### config.mk
export PLATFORM = sky130hd
export DESIGN_NAME = tpsm_merger
export DESIGN_NICKNAME = d
export VERILOG_FILES = /design/src/hdl/tpsm_pkg.sv /design/src/hdl/tpsm_fifo.sv /design/src/hdl/tpsm_merger.sv
export SDC_FILE = /design/constraint.sdc
export NUM_CORES = 1
export LEC_CHECK = 0
export BUFFER_PORTS_ARGS = -buffer_cell sky130_fd_sc_hd__buf_4
export CAP_MARGIN = 20
export CORE_UTILIZATION = 54
export CTS_BUF_LIST = sky130_fd_sc_hd__clkbuf_4 sky130_fd_sc_hd__clkbuf_8 sky130_fd_sc_hd__clkbuf_16
export DETAILED_ROUTE_END_ITERATION = 6
export PLACE_DENSITY = 0.79
export SYNTH_ARGS = -nofsm -noshare
export SYNTH_HDL_FRONTEND = slang
export SYNTH_SLANG_ARGS = --single-unit
### constraint.sdc
create_clock -name clk_sys -period 2.5 [get_ports clk_sys]
set_clock_uncertainty 0.05 [all_clocks]
set_input_delay 0.25 -clock clk_sys [delete_from_list [all_inputs] [get_ports clk_sys]]
set_output_delay 0.25 -clock clk_sys [all_outputs]
set_load 0.005 [all_outputs]
### src/hdl/tpsm_pkg.sv
// Package of constants and carrier types for the trace packet stream merger.
package tpsm_pkg;

  // Header byte encodings and category fields.
  localparam logic [7:0] SYNC_HDR       = 8'h00;  // Synchronization header and filler byte.
  localparam logic [7:0] SYNC_LAST      = 8'h80;  // Last sync byte, single one bit at the MSB.
  localparam logic [7:0] OVF_HDR        = 8'h70;  // Overflow header, no payload.
  localparam logic [7:0] LTS_HDR        = 8'hC0;  // Local timestamp header, multi-byte form.
  localparam logic [7:0] GTS_HDR        = 8'h94;  // Global timestamp header.
  localparam logic [7:0] PC_SAMPLE_HDR  = 8'h17;  // Profiling source header, four bytes payload.
  localparam logic [7:0] EVT_CNT_HDR    = 8'h05;  // Event counter source header, one byte.
  localparam logic [1:0] SRC_SIZE_1     = 2'h1;   // Source size code: one payload byte.
  localparam logic [1:0] SRC_SIZE_2     = 2'h2;   // Source size code: two payload bytes.
  localparam logic [1:0] SRC_SIZE_4     = 2'h3;   // Source size code: four payload bytes.
  localparam int         CONT_BIT       = 7;      // Continuation bit position.
  localparam int         SYNC_MIN_BYTES = 6;      // Least payload bytes after a sync header.
  localparam int         SYNC_PAY_BYTES = 6;      // Payload bytes this block sends.
  localparam int         MAX_PAYLOAD    = 4;      // Most payload bytes of other packets.
  localparam int         FIFO_DEPTH     = 32;     // Output FIFO depth in bytes.

  // Packet source priorities, lowest index wins.
  typedef enum logic [4:0] {
    SRC_NONE  = 5'h00,
    SRC_SYNC  = 5'h01,
    SRC_OVF   = 5'h02,
    SRC_PROF  = 5'h04,
    SRC_STIM  = 5'h08,
    SRC_TS    = 5'h10
  } tpsm_src_type;

  // A packet request from one source.
  typedef struct packed {
    logic        valid;    // Request pending.
    logic [1:0]  size;     // Source size code, or 0 for header only.
    logic [7:0]  header;   // Header byte.
    logic [31:0] payload;  // Payload, low byte sent first.
  } tpsm_pkt_type;

  // Merger state machine.
  typedef enum logic [2:0] {
    ST_IDLE = 3'b001,
    ST_HDR  = 3'b010,
    ST_PAY  = 3'b100
  } tpsm_state_type;

endpackage

### src/hdl/tpsm_fifo.sv
// Byte FIFO with valid and ready on both sides.
`timescale 1ns/1ps
module tpsm_fifo #(
  parameter int WIDTH = 8,                 // Word width.
  parameter int DEPTH = tpsm_pkg::FIFO_DEPTH  // Number of words, a power of two.
) (
  input  wire logic             clk_sys,   // System clock.
  input  wire logic             rst,       // Synchronous reset, active high.
  input  wire logic             in_valid,  // Write request.
  output logic                  in_ready,  // Space available.
  input  wire logic [WIDTH-1:0] in_data,   // Write data.
  output logic                  out_valid, // Data available.
  input  wire logic             out_ready, // Reader takes data.
  output logic      [WIDTH-1:0] out_data   // Read data, registered.
);
  localparam int AW = $clog2(DEPTH);

  // Reject depths the pointer arithmetic cannot serve.
  if (DEPTH < 2 || (1 << AW) != DEPTH) begin : g_bad_depth
    $error("tpsm_fifo depth must be a power of two of at least 2");
  end

  // Pointers and output register of the FIFO in one struct; the storage array is separate.
  typedef struct packed {
    logic [AW:0]      wr;    // Write pointer with wrap bit.
    logic [AW:0]      rd;    // Read pointer with wrap bit.
    logic             ov;    // Output register holds a word.
    logic [WIDTH-1:0] od;    // Output register.
  } tpsm_fifo_st_type;

  tpsm_fifo_st_type s_q;       // Registered state.
  tpsm_fifo_st_type s_d;       // Next state.
  logic [WIDTH-1:0] mem [DEPTH];  // Storage array.
  logic             empty;     // Array empty.
  logic             full;      // Array full.
  logic             take;      // Move a word from array to output register.
  logic             push;      // Write this cycle.

  assign empty     = s_q.wr == s_q.rd;
  assign full      = (s_q.wr[AW-1:0] == s_q.rd[AW-1:0]) && (s_q.wr[AW] != s_q.rd[AW]);
  assign in_ready  = !full;
  assign push      = in_valid && !full;
  assign take      = !empty && (!s_q.ov || out_ready);
  assign out_valid = s_q.ov;
  assign out_data  = s_q.od;

  // Next state: pointers move on push and take; output register refills.
  always_comb begin
    s_d = s_q;
    if (push) begin
      s_d.wr = s_q.wr + 1'b1;
    end
    if (take) begin
      s_d.rd = s_q.rd + 1'b1;
      s_d.od = mem[s_q.rd[AW-1:0]];
      s_d.ov = 1'b1;
    end else if (out_ready) begin
      s_d.ov = 1'b0;
    end
  end

  // State register.
  always_ff @(posedge clk_sys) begin
    if (rst) begin
      s_q <= '0;
    end else begin
      s_q <= s_d;
    end
  end

  // Storage writes carry no reset; contents are don't-care until written.
  always_ff @(posedge clk_sys) begin
    if (push) begin
      mem[s_q.wr[AW-1:0]] <= in_data;
    end
  end

endmodule // tpsm_fifo

### src/hdl/tpsm_merger.sv
// Trace packet stream merger: formats and merges trace packets into one byte stream.
`timescale 1ns/1ps
module tpsm_merger #(
  parameter int PRESCALE = 64  // Post-scaler timer reload in clock cycles.
) (
  input  wire logic        clk_sys,          // System clock, 125 MHz.
  input  wire logic        rst,              // Synchronous reset, active high.
  input  wire logic        stim_wr,          // Software stimulus write, one-cycle pulse.
  input  wire logic [1:0]  stim_size,        // Stimulus size code, 1, 2 or 3 for 1/2/4 bytes.
  input  wire logic [4:0]  stim_port,        // Stimulus port number.
  input  wire logic [31:0] stim_data,        // Stimulus data.
  output logic             stim_busy,        // Stimulus slot full; a write now overflows.
  input  wire logic        prof_valid,       // Profiling unit packet offered.
  input  wire logic [7:0]  prof_header,      // Profiling unit packet header.
  input  wire logic [31:0] prof_payload,     // Profiling unit payload.
  output logic             prof_ready,       // Profiling packet accepted this cycle.
  input  wire logic        data_trace_evt,   // Data trace event, one-cycle pulse.
  input  wire logic [31:0] data_trace_val,   // Value carried by the data trace event.
  input  wire logic        counter_wrap,     // A profile counter wrapped, pulse.
  input  wire logic [31:0] pc_value,         // Current program counter.
  input  wire logic        pc_sample_enable, // Timer drives PC sample packets.
  input  wire logic        cycle_event_enable, // Timer drives event counter packets while pc_sample_enable is low.
  input  wire logic        sync_req,         // Request a synchronization packet, pulse.
  input  wire logic        gts_req,          // Request a global timestamp, pulse.
  input  wire logic [27:0] gts_value,        // Global timestamp value.
  input  wire logic        lts_enable,       // Emit a local timestamp after each run of source packets.
  output logic             out_valid,        // Output byte valid.
  input  wire logic        out_ready,        // Sink takes the byte.
  output logic [7:0]       out_byte,         // Output byte, registered.
  output logic             ser_bit,          // Serial stream, LSB first, registered.
  output logic             ser_valid         // Serial bit valid, registered.
);

  // Elaboration check on the timer reload.
  if (PRESCALE < 1 || PRESCALE > 65535) begin : g_bad_prescale
    $error("tpsm_merger PRESCALE must be 1..65535");
  end

  // All merger state in one struct.
  typedef struct packed {
    tpsm_pkg::tpsm_state_type st;     // Framer state.
    logic [7:0]               hdr;    // Header of packet being sent.
    logic [47:0]              pay;    // Payload shift register, low byte next.
    logic [2:0]               left;   // Payload bytes still to send.
    logic                     proto;  // Packet is protocol category.
    tpsm_pkg::tpsm_pkt_type   stim;   // Held stimulus packet.
    tpsm_pkg::tpsm_pkt_type   prof;   // Held profiling packet, own or forwarded.
    logic                     sync_p; // Sync pending.
    logic                     ovf_p;  // Overflow pending.
    logic                     gts_p;  // Global timestamp pending.
    logic                     lts_p;  // Local timestamp pending.
    logic [27:0]              ts;     // Local timestamp counter.
    logic [15:0]              post;   // Post-scaler timer.
    logic [7:0]               evcnt;  // Event count for counter packets.
    logic [7:0]               sh;     // Serializer shift byte.
    logic [3:0]               sbits;  // Serializer bits remaining.
  } tpsm_st_type;

  tpsm_st_type s_q;        // Registered state.
  tpsm_st_type s_d;        // Next state.
  logic        f_valid;    // Byte into FIFO.
  logic        f_ready;    // FIFO has room; stalls the framer.
  logic [7:0]  f_data;     // Byte written to FIFO.
  logic        q_valid;    // FIFO head valid.
  logic        q_take;     // Head consumed when the sink is ready and the serializer idle.
  logic [7:0]  q_data;     // FIFO head byte.
  logic        tick;       // Post-scaler expiry, one-cycle enable.

  // Bytes queue here so a stalled sink backs pressure into the framer.
  tpsm_fifo #(
    .WIDTH (8),
    .DEPTH (tpsm_pkg::FIFO_DEPTH)
  ) u_fifo (
    .clk_sys   (clk_sys),
    .rst       (rst),
    .in_valid  (f_valid),
    .in_ready  (f_ready),
    .in_data   (f_data),
    .out_valid (q_valid),
    .out_ready (q_take),
    .out_data  (q_data)
  );

  // Parallel and serial views use the same bytes, so the encoding does not depend on the sink.
  assign out_valid = q_valid;
  assign out_byte  = q_data;
  assign q_take    = q_valid && out_ready && (s_q.sbits == 4'h0);
  assign ser_bit   = s_q.sh[0];
  assign ser_valid = s_q.sbits != 4'h0;
  assign stim_busy = s_q.stim.valid;
  assign prof_ready = !s_q.prof.valid && !(tick && pc_sample_enable) && !data_trace_evt
                      && !counter_wrap && !(tick && cycle_event_enable);
  assign tick      = (s_q.post == 16'h0000) && (pc_sample_enable || cycle_event_enable);

  // Framer byte: header in the header state, low payload byte after it.
  assign f_valid = s_q.st != tpsm_pkg::ST_IDLE;
  always_comb begin
    if (s_q.st == tpsm_pkg::ST_HDR) begin
      f_data = s_q.hdr;
    end else begin
      f_data = s_q.pay[7:0];
    end
  end

  // Next-state logic: event capture, timer, arbitration and byte sequencing.
  always_comb begin
    s_d = s_q;
    // Taken flags drop here; later sets in this cycle win.
    if (s_q.st == tpsm_pkg::ST_IDLE) begin
      s_d.sync_p = 1'b0;
      s_d.ovf_p  = s_q.ovf_p && s_q.sync_p;
      s_d.gts_p  = s_q.gts_p && (s_q.sync_p || s_q.ovf_p || s_q.prof.valid || s_q.stim.valid);
    end
    // Local timestamp counter saturates-free wrap raises overflow.
    s_d.ts = s_q.ts + 28'h0000001;
    if (s_q.ts == 28'hFFFFFFF) begin
      s_d.ovf_p = 1'b1;
    end
    // Post-scaler timer reloads at expiry and only runs while enabled.
    if (!(pc_sample_enable || cycle_event_enable)) begin
      s_d.post = 16'(PRESCALE - 1);
    end else if (tick) begin
      s_d.post = 16'(PRESCALE - 1);
      s_d.evcnt = s_q.evcnt + 8'h01;
    end else begin
      s_d.post = s_q.post - 16'h0001;
    end
    // Profiling unit sources, own events first, then forwarded packets.
    if (!s_q.prof.valid) begin
      if (tick && pc_sample_enable) begin
        s_d.prof = '{1'b1, tpsm_pkg::SRC_SIZE_4, tpsm_pkg::PC_SAMPLE_HDR, pc_value};
      end else if (tick && cycle_event_enable) begin
        s_d.prof = '{1'b1, tpsm_pkg::SRC_SIZE_1, tpsm_pkg::EVT_CNT_HDR,
                     {24'h000000, s_q.evcnt}};
      end else if (data_trace_evt) begin
        s_d.prof = '{1'b1, tpsm_pkg::SRC_SIZE_4, 8'h47, data_trace_val};
      end else if (counter_wrap) begin
        s_d.prof = '{1'b1, tpsm_pkg::SRC_SIZE_1, tpsm_pkg::EVT_CNT_HDR,
                     {24'h000000, s_q.evcnt}};
      end else if (prof_valid) begin
        s_d.prof = '{1'b1, prof_header[1:0], prof_header, prof_payload};
      end
    end else if (data_trace_evt || counter_wrap || (tick && pc_sample_enable)
                 || (tick && cycle_event_enable)) begin
      s_d.ovf_p = 1'b1;
    end
    // Stimulus writes are held in one slot; a write to a full slot is an overflow.
    if (stim_wr) begin
      if (!s_q.stim.valid && stim_size != 2'h0) begin
        s_d.stim = '{1'b1, stim_size, {stim_port, 1'b0, stim_size}, stim_data};
      end else begin
        s_d.ovf_p = 1'b1;
      end
    end
    if (sync_req) begin
      s_d.sync_p = 1'b1;
    end
    if (gts_req) begin
      s_d.gts_p = 1'b1;
    end
    // Sequencing; a packet runs to its end before any other source is picked.
    unique case (s_q.st)
      tpsm_pkg::ST_IDLE: begin
        // Fixed priority: sync, overflow, profiling, stimulus, timestamps.
        if (s_q.sync_p) begin
          s_d.hdr    = tpsm_pkg::SYNC_HDR;
          s_d.pay    = {tpsm_pkg::SYNC_LAST, 40'h0000000000};
          s_d.left   = 3'(tpsm_pkg::SYNC_PAY_BYTES);
          s_d.proto  = 1'b0;
          s_d.st     = tpsm_pkg::ST_HDR;
        end else if (s_q.ovf_p) begin
          s_d.hdr   = tpsm_pkg::OVF_HDR;
          s_d.left  = 3'h0;
          s_d.proto = 1'b1;
          s_d.st    = tpsm_pkg::ST_HDR;
        end else if (s_q.prof.valid || s_q.stim.valid) begin
          if (s_q.prof.valid) begin
            s_d.hdr      = s_q.prof.header;
            s_d.pay      = {16'h0000, s_q.prof.payload};
            s_d.left     = (s_q.prof.size == tpsm_pkg::SRC_SIZE_4) ? 3'h4 : {1'b0, s_q.prof.size};
            s_d.prof     = '0;
          end else begin
            s_d.hdr      = s_q.stim.header;
            s_d.pay      = {16'h0000, s_q.stim.payload};
            s_d.left     = (s_q.stim.size == tpsm_pkg::SRC_SIZE_4) ? 3'h4 : {1'b0, s_q.stim.size};
            s_d.stim     = '0;
          end
          s_d.proto = 1'b0;
          s_d.lts_p = lts_enable;
          s_d.st    = tpsm_pkg::ST_HDR;
        end else if (s_q.gts_p) begin
          // Global timestamp, four payload bytes with continuation flags.
          s_d.hdr   = tpsm_pkg::GTS_HDR | 8'h80;
          s_d.pay   = {16'h0000, 1'b0, gts_value[27:21], 1'b1, gts_value[20:14],
                       1'b1, gts_value[13:7], 1'b1, gts_value[6:0]};
          s_d.left  = 3'h4;
          s_d.proto = 1'b1;
          s_d.st    = tpsm_pkg::ST_HDR;
        end else if (s_q.lts_p) begin
          // Local timestamp, delta since the last one, counter cleared.
          s_d.lts_p = 1'b0;
          s_d.ts    = 28'h0000000;
          s_d.hdr   = tpsm_pkg::LTS_HDR;
          s_d.pay   = {16'h0000, 1'b0, s_q.ts[27:21], 1'b1, s_q.ts[20:14],
                       1'b1, s_q.ts[13:7], 1'b1, s_q.ts[6:0]};
          s_d.left  = 3'(tpsm_pkg::MAX_PAYLOAD);
          s_d.proto = 1'b1;
          s_d.st    = tpsm_pkg::ST_HDR;
        end
      end
      tpsm_pkg::ST_HDR: begin
        if (f_ready) begin
          s_d.st = (s_q.left == 3'h0) ? tpsm_pkg::ST_IDLE : tpsm_pkg::ST_PAY;
        end
      end
      tpsm_pkg::ST_PAY: begin
        // Payload bytes shift out low byte first, in order.
        if (f_ready) begin
          s_d.pay  = {8'h00, s_q.pay[47:8]};
          s_d.left = s_q.left - 3'h1;
          if (s_q.left == 3'h1) begin
            s_d.st = tpsm_pkg::ST_IDLE;
          end
        end
      end
    endcase
    // Serializer loads a byte and shifts it out LSB first.
    if (q_valid && out_ready && s_q.sbits == 4'h0) begin
      s_d.sh    = q_data;
      s_d.sbits = 4'h8;
    end else if (s_q.sbits != 4'h0) begin
      s_d.sh    = {1'b0, s_q.sh[7:1]};
      s_d.sbits = s_q.sbits - 4'h1;
    end
  end

  // State register.
  always_ff @(posedge clk_sys) begin
    if (rst) begin
      s_q      <= '0;
      s_q.st   <= tpsm_pkg::ST_IDLE;
      s_q.post <= 16'(PRESCALE - 1);
    end else begin
      s_q <= s_d;
    end
  end

endmodule // tpsm_merger

==> impl_metrics.json, run 1 <==
{
  "vdd_drop_max_v": 0.0005323,
  "slew_headroom_pct": 33.74,
  "hold_viol_final": 0,
  "arrival_ns": 2.27,
  "yosysTopAreaCellShare_pct": 36.03,
  "cp_max_fo": 3,
  "start_util_pct": 54.96,
  "num_antenna_cells": 0,
  "violations": "negative setup slack",
  "synth_edf_count": 256,
  "yosysTopAreaCell": "edfxtp_1",
  "final_max_slew_viol_count": 0,
  "synth_cell_type_count": 77,
  "io_pins": 196,
  "max_freq_mhz": 388.7,
  "die-area_mm2": 0.04031,
  "final_layout_size_suffix_gt1_share_pct": 23.61,
  "first_global_vias": 16330,
  "status": "finished with violations",
  "fp-row-count": 72,
  "slowest_delay_ns": 0.47,
  "vias": 16770,
  "clk_latency_ns": 0.59,
  "vias_per_cell": 6.136,
  "syn_nets": 2090,
  "wire_per_inst_um": 21.58,
  "rsz0062_at_grt": "true",
  "setup_slack_ns": -0.07267,
  "wirelength_um": 58980,
  "postSynthCellCount": 1894,
  "avgSynthCellArea_um2": 11.27,
  "maxCapViolCount": 0,
  "num-nets-final": 2373,
  "drt-pass1-iter-count": 6,
  "slowest_stage": "or4b_4",
  "synth_seq_cells": 479,
  "p_leak_uw": 0.009526,
  "post-route-period-util_pct": 102.9,
  "endpoint_kind": "output pin",
  "design_area_mm2": 0.02622,
  "start_kind": "flop",
  "htree_num_levels": 2,
  "remaining_drc_errors": 0,
  "synth_commonest_cells": "edfxtp_1, nand2_1, dfxtp_1",
  "core-area_mm2": 0.03883,
  "clock_sinks": 479,
  "cpMostUsedCell": "buf_4",
  "powerDensity_mw_per_mm2": 772.0,
  "antenna_found_initial": 1,
  "grt_pass1_wl_um": 90330,
  "ys_top_cells_by_area": "edfxtp_1, dfxtp_1, mux4_2",
  "async_flop_share_pct": 0,
  "die_x_um": 200.8,
  "grt_overflow": 0,
  "ys.flop_type": "edfxtp_1",
  "ant_nets": 0,
  "gp_congestion": 0.9207,
  "ctsRootBufferMaster": "clkbuf_16",
  "post-dp-hpwl_um": 38270,
  "fillers": 2651,
  "fin_setup_tns_ns": -0.07267,
  "yosysSeqAreaShare_pct": 56.95,
  "track_usage_pct": 28.53,
  "crit_chain": "inv_2 -> ha_4 -> or4b_4 -> nor4_4 -> buf_4 -> a2111oi_4 -> buf_4",
  "yosys_warnings": 0,
  "cts_made_buffers": 48,
  "cts_tree": "built",
  "hold_class": "input port to flop",
  "grt_max_degree": 63,
  "syn_area_mm2": 0.02134,
  "crit_type": "flop to output pin",
  "cts_buffer_depth": 3,
  "final_core_util_pct": 67.52,
  "placed_area_mm2": 0.02363,
  "finalSetupViolations": 1,
  "dieHeight_um": 200.8,
  "cp.required_ns": 2.20,
  "io_buffers": 195,
  "worst_pin_slew_ns": 0.9903,
  "fin_crit_ns": 2.573,
  "syn_to_final_growth_pct": 22.86,
  "yosysMostFrequentCell": "edfxtp_1",
  "drt_iter0_drc": 1951,
  "clk_pin_slew_worst_paths_ns": 0.06
}
-- power breakdown --
group | total (uW) | internal, uW | switching, uW
Clock | 6990 | 3980 | 3010
Combinational | 4110 | 1930 | 2180
Sequential | 9140 | 8730 | 412
-- worst max-delay path: cells and delay by family, from the launching register on --
family                     cells  cell delay [ns]
AOI/OAI and AO/OA              1             0.08
adders and majority gates      1             0.12
buffers and inverters          3             0.41
DFF                            1             0.33
and+or+nand+nor                2             0.76
-- layout make-up --
type	instances	area, um^2	area share (%)
flip-flops and latches	479	12170	46.43
multi-input cells	1246	8569	32.69
repair buffers	370	3168	12.08
clock buffers	69	1384	5.279
well taps	518	648.1	2.472
clock inverters	19	155.1	0.5918
inverters	32	120.1	0.4582
-- per-stage QoR --
step                      worst slack (ns)  hold slack, ns  std cells  total power [uW]
final                             -0.07267         0.02010       2733             20240
after global routing               -0.1321         0.01472       2733             20970
after CTS                         0.002521        0.002474       2720             20240
after detailed placement           0.05242          0.3617       2549             13220
after global placement              0.1435          0.3433       2549             13090
after floorplan                    0.04652          0.3174       1894             11820
-- sequential cells by signal (all words and copies together) (netlist names) --
register,cells
u_fifo.mem,256
u_fifo.s_q,12
stim_busy,1
s_q,200
u_fifo.out_valid,1
ser_bit,1
u_fifo.out_data,8
-- routing by layer --
metal  track usage (%)  share of wire, %
met1             38.03                40
met2             46.52                48
met3             5.325               8.6
met4             10.69               3.7
met5                 0                 0
-- placed cells by master (no fill, tap or decap), types with 9 or more instances in the layout --
master	count
buf_4	277
nand4_1	10
nand2_1	254
o22ai_1	20
nand3b_1	17
o21ai_0	79
a22o_1	29
a211oi_1	12
a22oi_1	38
nor2b_1	15
xor2_1	30
mux4_2	48
a21oi_1	159
buf_12	11
nor2_1	132
a21o_1	12
o221ai_1	9
mux2_2	43
xnor2_1	26
dfxtp_1	214
a32o_1	9
clkbuf_16	51
or3_1	10
nor3_1	15
ha_1	12
o31ai_1	9
nand3_1	37
mux2i_1	75
edfxtp_1	256
dlygate4sd3_1	77
clkbuf_4	17
or3b_2	12
inv_1	29
-- final timing paths --
path | start | endpoint | slack (ns) | cells after the start
hold reg to reg | s_q[145]$_SDFF_PP0_ | s_q[145]$_SDFF_PP0_ | 0.39 | 2
setup reg to reg | s_q[21]$_SDFF_PP1_ | s_q[17]$_SDFFE_PP0P_ | 0.08 | 9
setup / recovery | s_q[21]$_SDFF_PP1_ | prof_ready | -0.07 | 7
hold / removal | pc_value[5] | s_q[73]$_SDFF_PP0_ | 0.02 | 3
-- cell families (layout without fill, tap and decap cells) --
family	after synthesis	after routing	share of synthesized area, %
compound gates	452	452	13.63
xor+xnor	56	56	2.299
fa+ha+maj	13	13	0.7623
buf+inv	169	490	3.348
flops	479	479	56.95
mux	166	166	10.85
simple gates	559	559	12.16
-- what timing repair did --
item | in CTS | in global routing
cloned | 0 | 3
hold buffers | 76 | 1
pin swaps | 6 | 10
hold endpoints to repair | 89 | 1
resized for setup | 10 | 14
endpoints found under the setup margin | 1 | 19
setup buffers | 8 | 12
No activity file was read; power rests on OpenSTA's default activity.
==> run 2: changes to the inputs <==
==> constraint.sdc (replaced) <==
create_clock -name clk_sys -period 2.5 [get_ports clk_sys]
set_clock_uncertainty 0.05 [all_clocks]
set_input_delay 0.25 -clock clk_sys [delete_from_list [all_inputs] [get_ports clk_sys]]
set_output_delay 0.25 -clock clk_sys [all_outputs]
set_load 0.02 [all_outputs]
==> run 2 against run 1 <==
Effect of this change:
- the run ends with design-rule violations left
- via count grew 0.91%
- power grew 2.1%
- count of clock-buffer cells in the layout shrank 3
- non-clock buffer count shrank 15
- die area is the same
- combinational power grew 7.1%
- sequential share of layout area grew 0.34 points
- wire length grew 3.4%
- fmax grew 3.2%
- sequential power is essentially flat
- critical endpoint unchanged
- largest cell class unchanged
- highest routed layer unchanged
==> impl_metrics.json, run 2 (synthesis results as in run 1) <==
{
  "worst_pin_slew_ns": 0.7669,
  "first_global_vias": 16750,
  "io_pins": 196,
  "vdd_drop_max_v": 0.0004866,
  "cp.required_ns": 2.20,
  "largest_register_ff_count": 256,
  "p_leak_uw": 0.009446,
  "vias_per_cell": 6.224,
  "clk_pin_slew_worst_paths_ns": 0.06,
  "syn_to_final_growth_pct": 21.91,
  "hold_class": "input port to flop",
  "gp_congestion": 0.9413,
  "crit_chain": "or4_4 -> nor4_4 -> buf_6 -> a2111oi_4 -> buf_4",
  "post-route-period-util_pct": 99.74,
  "setup_slack_ns": 0.006420,
  "remaining_drc_errors": 14,
  "num-nets-final": 2357,
  "htree_num_levels": 2,
  "clk_latency_ns": 0.58,
  "grt_max_degree": 69,
  "start_util_pct": 54.96,
  "endpoint_kind": "output pin",
  "max_freq_mhz": 401.0,
  "drt_iter0_drc": 1971,
  "clock_sinks": 479,
  "vias": 16920,
  "instances_no_fill": 2719,
  "regToRegSetupSlack_ns": 0.04,
  "dieHeight_um": 200.8,
  "fin_crit_ns": 2.494,
  "whs_ns": 0.02102,
  "post-dp-hpwl_um": 39820,
  "hold_viol_final": 0,
  "violations": "design-rule violations",
  "final_layout_size_suffix_gt1_share_pct": 23.00,
  "ctsRootBufferMaster": "clkbuf_16",
  "die_x_um": 200.8,
  "grt_overflow": 0,
  "reg2reg_depth": 7,
  "fin_setup_tns_ns": 0,
  "start_kind": "flop",
  "antenna_found_initial": 1,
  "place_inst": 2553,
  "slew_headroom_pct": 47.55,
  "cts_buffer_depth": 3,
  "final_core_util_pct": 67.00,
  "critPathTopFamily": "simple AND/OR/NAND/NOR gates",
  "cts_made_buffers": 47,
  "crit_type": "flop to output pin",
  "cp_max_fo": 3,
  "ant_nets": 0,
  "final_max_slew_viol_count": 0,
  "slowest_delay_ns": 0.57,
  "r2r_end": "s_q[81]$_SDFF_PP0_",
  "fp-row-count": 72,
  "arrival_ns": 2.19,
  "status": "finished with violations",
  "grt_pass1_wl_um": 93780,
  "path_depth": 5,
  "wire_per_inst_um": 22.43,
  "post-place-ws_ns": -0.07961,
  "core-area_mm2": 0.03883,
  "maxCapViolCount": 0,
  "wirelength_um": 60980,
  "die-area_mm2": 0.04031,
  "final_cell_mix": "buf_4, edfxtp_1, nand2_1",
  "slowest_stage": "or4_4",
  "cts_tree": "built",
  "r2r-start": "s_q[27]$_SDFF_PP0_",
  "final_common_cell": "buf_4",
  "hold_depth": 3,
  "crit_start": "s_q[27]$_SDFF_PP0_",
  "rsz0062_at_grt": "true",
  "io_buffers": 195,
  "critPathCapture": "prof_ready",
  "critPathBufInv": 2,
  "track_usage_pct": 29.84,
  "finalSetupViolations": 0,
  "drt-pass1-iter-count": 7,
  "powerDensity_mw_per_mm2": 794.3
}
[run 2: changes by cell type in the layout (fill, tap and decap cells not counted), moves of 3 or more]
cell,before,now
buf_12,11,8
buf_4,277,271
clkbuf_4,17,12
clkinv_2,6,12
dlygate4sd3_1,77,74
[run 2: through the flow]
| stage | area, um^2 | total power [uW] |
|---|---|---|
| floorplan | 21340 | 11940 |
| global placement | 23610 | 13300 |
| detailed placement | 23610 | 13440 |
| CTS | 25980 | 20630 |
| global route | 26010 | 21340 |
| finish | 26010 | 20660 |
[run 2: routing by layer]
metal / GRT usage, % / share of wire, % / up-vias
met5: 0 / 0 / -
met4: 12.10 / 4.3 / 0
met3: 6.169 / 10 / 202
met2: 47.30 / 46 / 1078
met1: 40.22 / 39 / 8112
li1: - / - / 7532
[run 2: worst min-delay path, stage by stage]
cell and delay, ns:
buf_4 0.08, o22ai_1 0.08, o31ai_1 0.20
[run 2: cell type report]
type                    instances  area [um^2]
well taps                     518        648.1
clock inverters                22        196.4
multi-input cells            1246         8537
diodes                          1        2.502
inverters                      32        120.1
fillers                      2637        12810
flip-flops and latches        479        12170
clock buffers                  66         1385
repair buffers                355         2958
[run 2: power breakdown]
part	switching, uW	total, uW	leakage (uW)	internal [uW]
registers	381	9110	0.00420	8730
logic	2440	4400	0.00445	1950
clock network	3050	7160	0.000799	4110
total	5870	20700	0.00945	14800
[run 2: what timing repair did]
item	4_1_cts	5_1_grt
hold endpoints to repair	81	0
pin swaps	2	0
setup endpoints to repair	24	202
setup buffers	3	1
hold buffers	74	0
resized for setup	6	9
[run 2: worst min-delay path by stage]
stage                         from                    to
2_1_floorplan              gts_req  s_q[65]$_SDFFE_PP0P_
3_3_place_gp   s_q[145]$_SDFF_PP0_   s_q[145]$_SDFF_PP0_
3_5_place_dp   s_q[130]$_SDFF_PP0_   s_q[130]$_SDFF_PP0_
4_1_cts                pc_value[6]    s_q[74]$_SDFF_PP0_
5_1_grt                pc_value[7]    s_q[75]$_SDFF_PP0_
6_report               pc_value[6]    s_q[74]$_SDFF_PP0_
==> run 3: changes to the inputs <==
--- a/config.mk
+++ b/config.mk
@@ -7,10 +7,10 @@
 export LEC_CHECK = 0
 export BUFFER_PORTS_ARGS = -buffer_cell sky130_fd_sc_hd__buf_4
 export CAP_MARGIN = 20
-export CORE_UTILIZATION = 54
+export CORE_UTILIZATION = 41
 export CTS_BUF_LIST = sky130_fd_sc_hd__clkbuf_4 sky130_fd_sc_hd__clkbuf_8 sky130_fd_sc_hd__clkbuf_16
 export DETAILED_ROUTE_END_ITERATION = 6
-export PLACE_DENSITY = 0.79
+export PLACE_DENSITY = 0.64
 export SYNTH_ARGS = -nofsm -noshare
 export SYNTH_HDL_FRONTEND = slang
 export SYNTH_SLANG_ARGS = --single-unit
==> run 3 against run 2 <==
Effect of this change:
- the flow now finishes without violations
- die area is 31% higher
- sequential share of layout area is 0.88 points lower
- critical path depth stayed put
- fmax hardly changed
- via count is 4.6% lower
- final area is 1.9% higher
- sequential power is 0.9% higher
- count of clock-buffer cells in the layout is 14 higher
- global-route usage is 7.4 points lower
- hold slack hardly changed
- critical path type unchanged
- largest cell class unchanged
==> impl_metrics.json, run 3 (synthesis results as in run 1) <==
{
  "max_freq_mhz": 401.2,
  "slowest_delay_ns": 0.56,
  "drt_iter0_drc": 1182,
  "cp.required_ns": 2.20,
  "remaining_drc_errors": 0,
  "setup_slack_ns": 0.007766,
  "dieHeight_um": 230.1,
  "vias_per_cell": 5.559,
  "worst_pin_slew_ns": 0.7981,
  "critPathTopFamily": "simple AND/OR/NAND/NOR gates",
  "slew_headroom_pct": 46.60,
  "fp-row-count": 83,
  "first_global_vias": 15740,
  "cp_max_fo": 2,
  "regToRegSetupSlack_ns": 0.05,
  "start_util_pct": 41.51,
  "hold_viol_final": 0,
  "crit_chain": "or4_4 -> nor4_4 -> buf_4 -> a2111oi_4 -> buf_4",
  "cts_made_buffers": 51,
  "core-area_mm2": 0.05141,
  "clk_pin_slew_worst_paths_ns": 0.06,
  "wirelength_um": 60640,
  "htree_num_levels": 2,
  "status": "finished clean",
  "post-route-period-util_pct": 99.69,
  "rsz0062_at_grt": "true",
  "io_buffers": 195,
  "critPathBufInv": 2,
  "slowest_stage": "or4_4",
  "track_usage_pct": 22.40,
  "fin_setup_tns_ns": 0,
  "cpMostUsedCell": "buf_4",
  "die-area_mm2": 0.05296,
  "drt-pass1-iter-count": 5,
  "vdd_drop_max_v": 0.0006725,
  "final_cell_mix": "buf_4, edfxtp_1, nand2_1",
  "grt_overflow": 0,
  "clk_latency_ns": 0.61,
  "fin_crit_ns": 2.492,
  "maxCapViolCount": 0,
  "wire_per_inst_um": 20.87,
  "start_kind": "flop",
  "gp_congestion": 0.8996,
  "io_pins": 196,
  "grt_max_degree": 47,
  "p_leak_uw": 0.009602,
  "finalSetupViolations": 0,
  "grt_pass1_wl_um": 92000,
  "ant_nets": 0,
  "crit_type": "flop to output pin",
  "clock_sinks": 479,
  "post-dp-hpwl_um": 41790,
  "cts_tree": "built",
  "powerDensity_mw_per_mm2": 788.6,
  "post-place-ws_ns": 0.1008,
  "final_layout_size_suffix_gt1_share_pct": 24.10,
  "syn_to_final_growth_pct": 24.25,
  "hold_class": "input port to flop",
  "die_x_um": 230.1,
  "antenna_found_initial": 4,
  "num-nets-final": 2378,
  "vias": 16150,
  "largest_register_ff_count": 256,
  "cts_buffer_depth": 3,
  "endpoint_kind": "output pin",
  "fillers": 4436,
  "final_common_cell": "buf_4",
  "final_max_slew_viol_count": 0,
  "arrival_ns": 2.19,
  "ctsRootBufferMaster": "clkbuf_16"
}
-- run 3: cell types whose count changed in the layout (fill, tap and decap cells not counted), moves of 4 or more --
cell and delta:
clkinv_2 -4, buf_4 +12, clkbuf_4 +6, clkbuf_8 +6
-- run 3: what timing repair did --
item                       4_1_cts  5_1_grt
pin swaps                        3        0
cloned                           0        1
setup buffers                    4        2
hold buffers                    76        0
gates resized for setup          6       12
setup endpoints to repair        1       57
hold endpoints to repair        85        0
-- run 3: worst register-to-register path, stage by stage (launching register included) --
cell       delay, ns
dfxtp_2         0.33
or4_4           0.56
buf_4           0.18
or4_4           0.52
nor3_4          0.19
buf_6           0.16
clkbuf_16       0.18
a21oi_1         0.07
o21ai_0         0.13
-- run 3: metal layers --
layer	up-vias	share of wire, %	track usage (%)
li1	7576	-	-
met1	7882	43	29.69
met2	576	48	37.60
met3	112	6.1	3.088
met4	4	3.1	7.533
met5	-	0.038	0
-- run 3: final cells by class --
cell class | count | area (um^2) | area share, %
Sequential cell | 479 | 12170 | 45.89
Multi-Input combinational cell | 1246 | 8537 | 32.20
Timing Repair Buffer | 372 | 3142 | 11.85
Clock buffer | 80 | 1563 | 5.895
Tap cell | 680 | 850.8 | 3.209
Clock inverter | 15 | 130.1 | 0.4908
Inverter | 32 | 120.1 | 0.4531
Antenna cell | 1 | 2.502 | 0.009439
-- run 3: report_power, final --
group          internal [uW]  leakage, uW  switching [uW]
Combinational           1960      0.00455            2290
Clock                   4330     0.000858            3140
Sequential              8730      0.00420             466
Total                  15000      0.00960            5900
-- run 3: through the flow --
step	std cells	utilization (%)	power, uW	cell area, um^2	hold WS [ns]
2_1_floorplan	1894	-	11940	21340	0.3174
6_report	2905	51.57	20910	26510	0.02055
3_3_place_gp	2726	46.57	13380	23940	0.3451
3_5_place_dp	2726	46.57	13460	23940	0.3667
5_1_grt	2905	51.57	21680	26510	0.02468
4_1_cts	2901	51.45	21020	26450	0.01378
-- run 3: worst paths after layout --
check | startpoint | end | cells past startpoint
worst max-delay path | s_q[27]$_SDFF_PP0_ | prof_ready | 5
worst max register to register | s_q[27]$_SDFF_PP0_ | s_q[78]$_SDFF_PP0_ | 8
worst min-delay path | rst | s_q[18]$_SDFFE_PP0P_ | 2
worst min register to register | s_q[20]$_SDFF_PP1_ | s_q[20]$_SDFF_PP1_ | 1
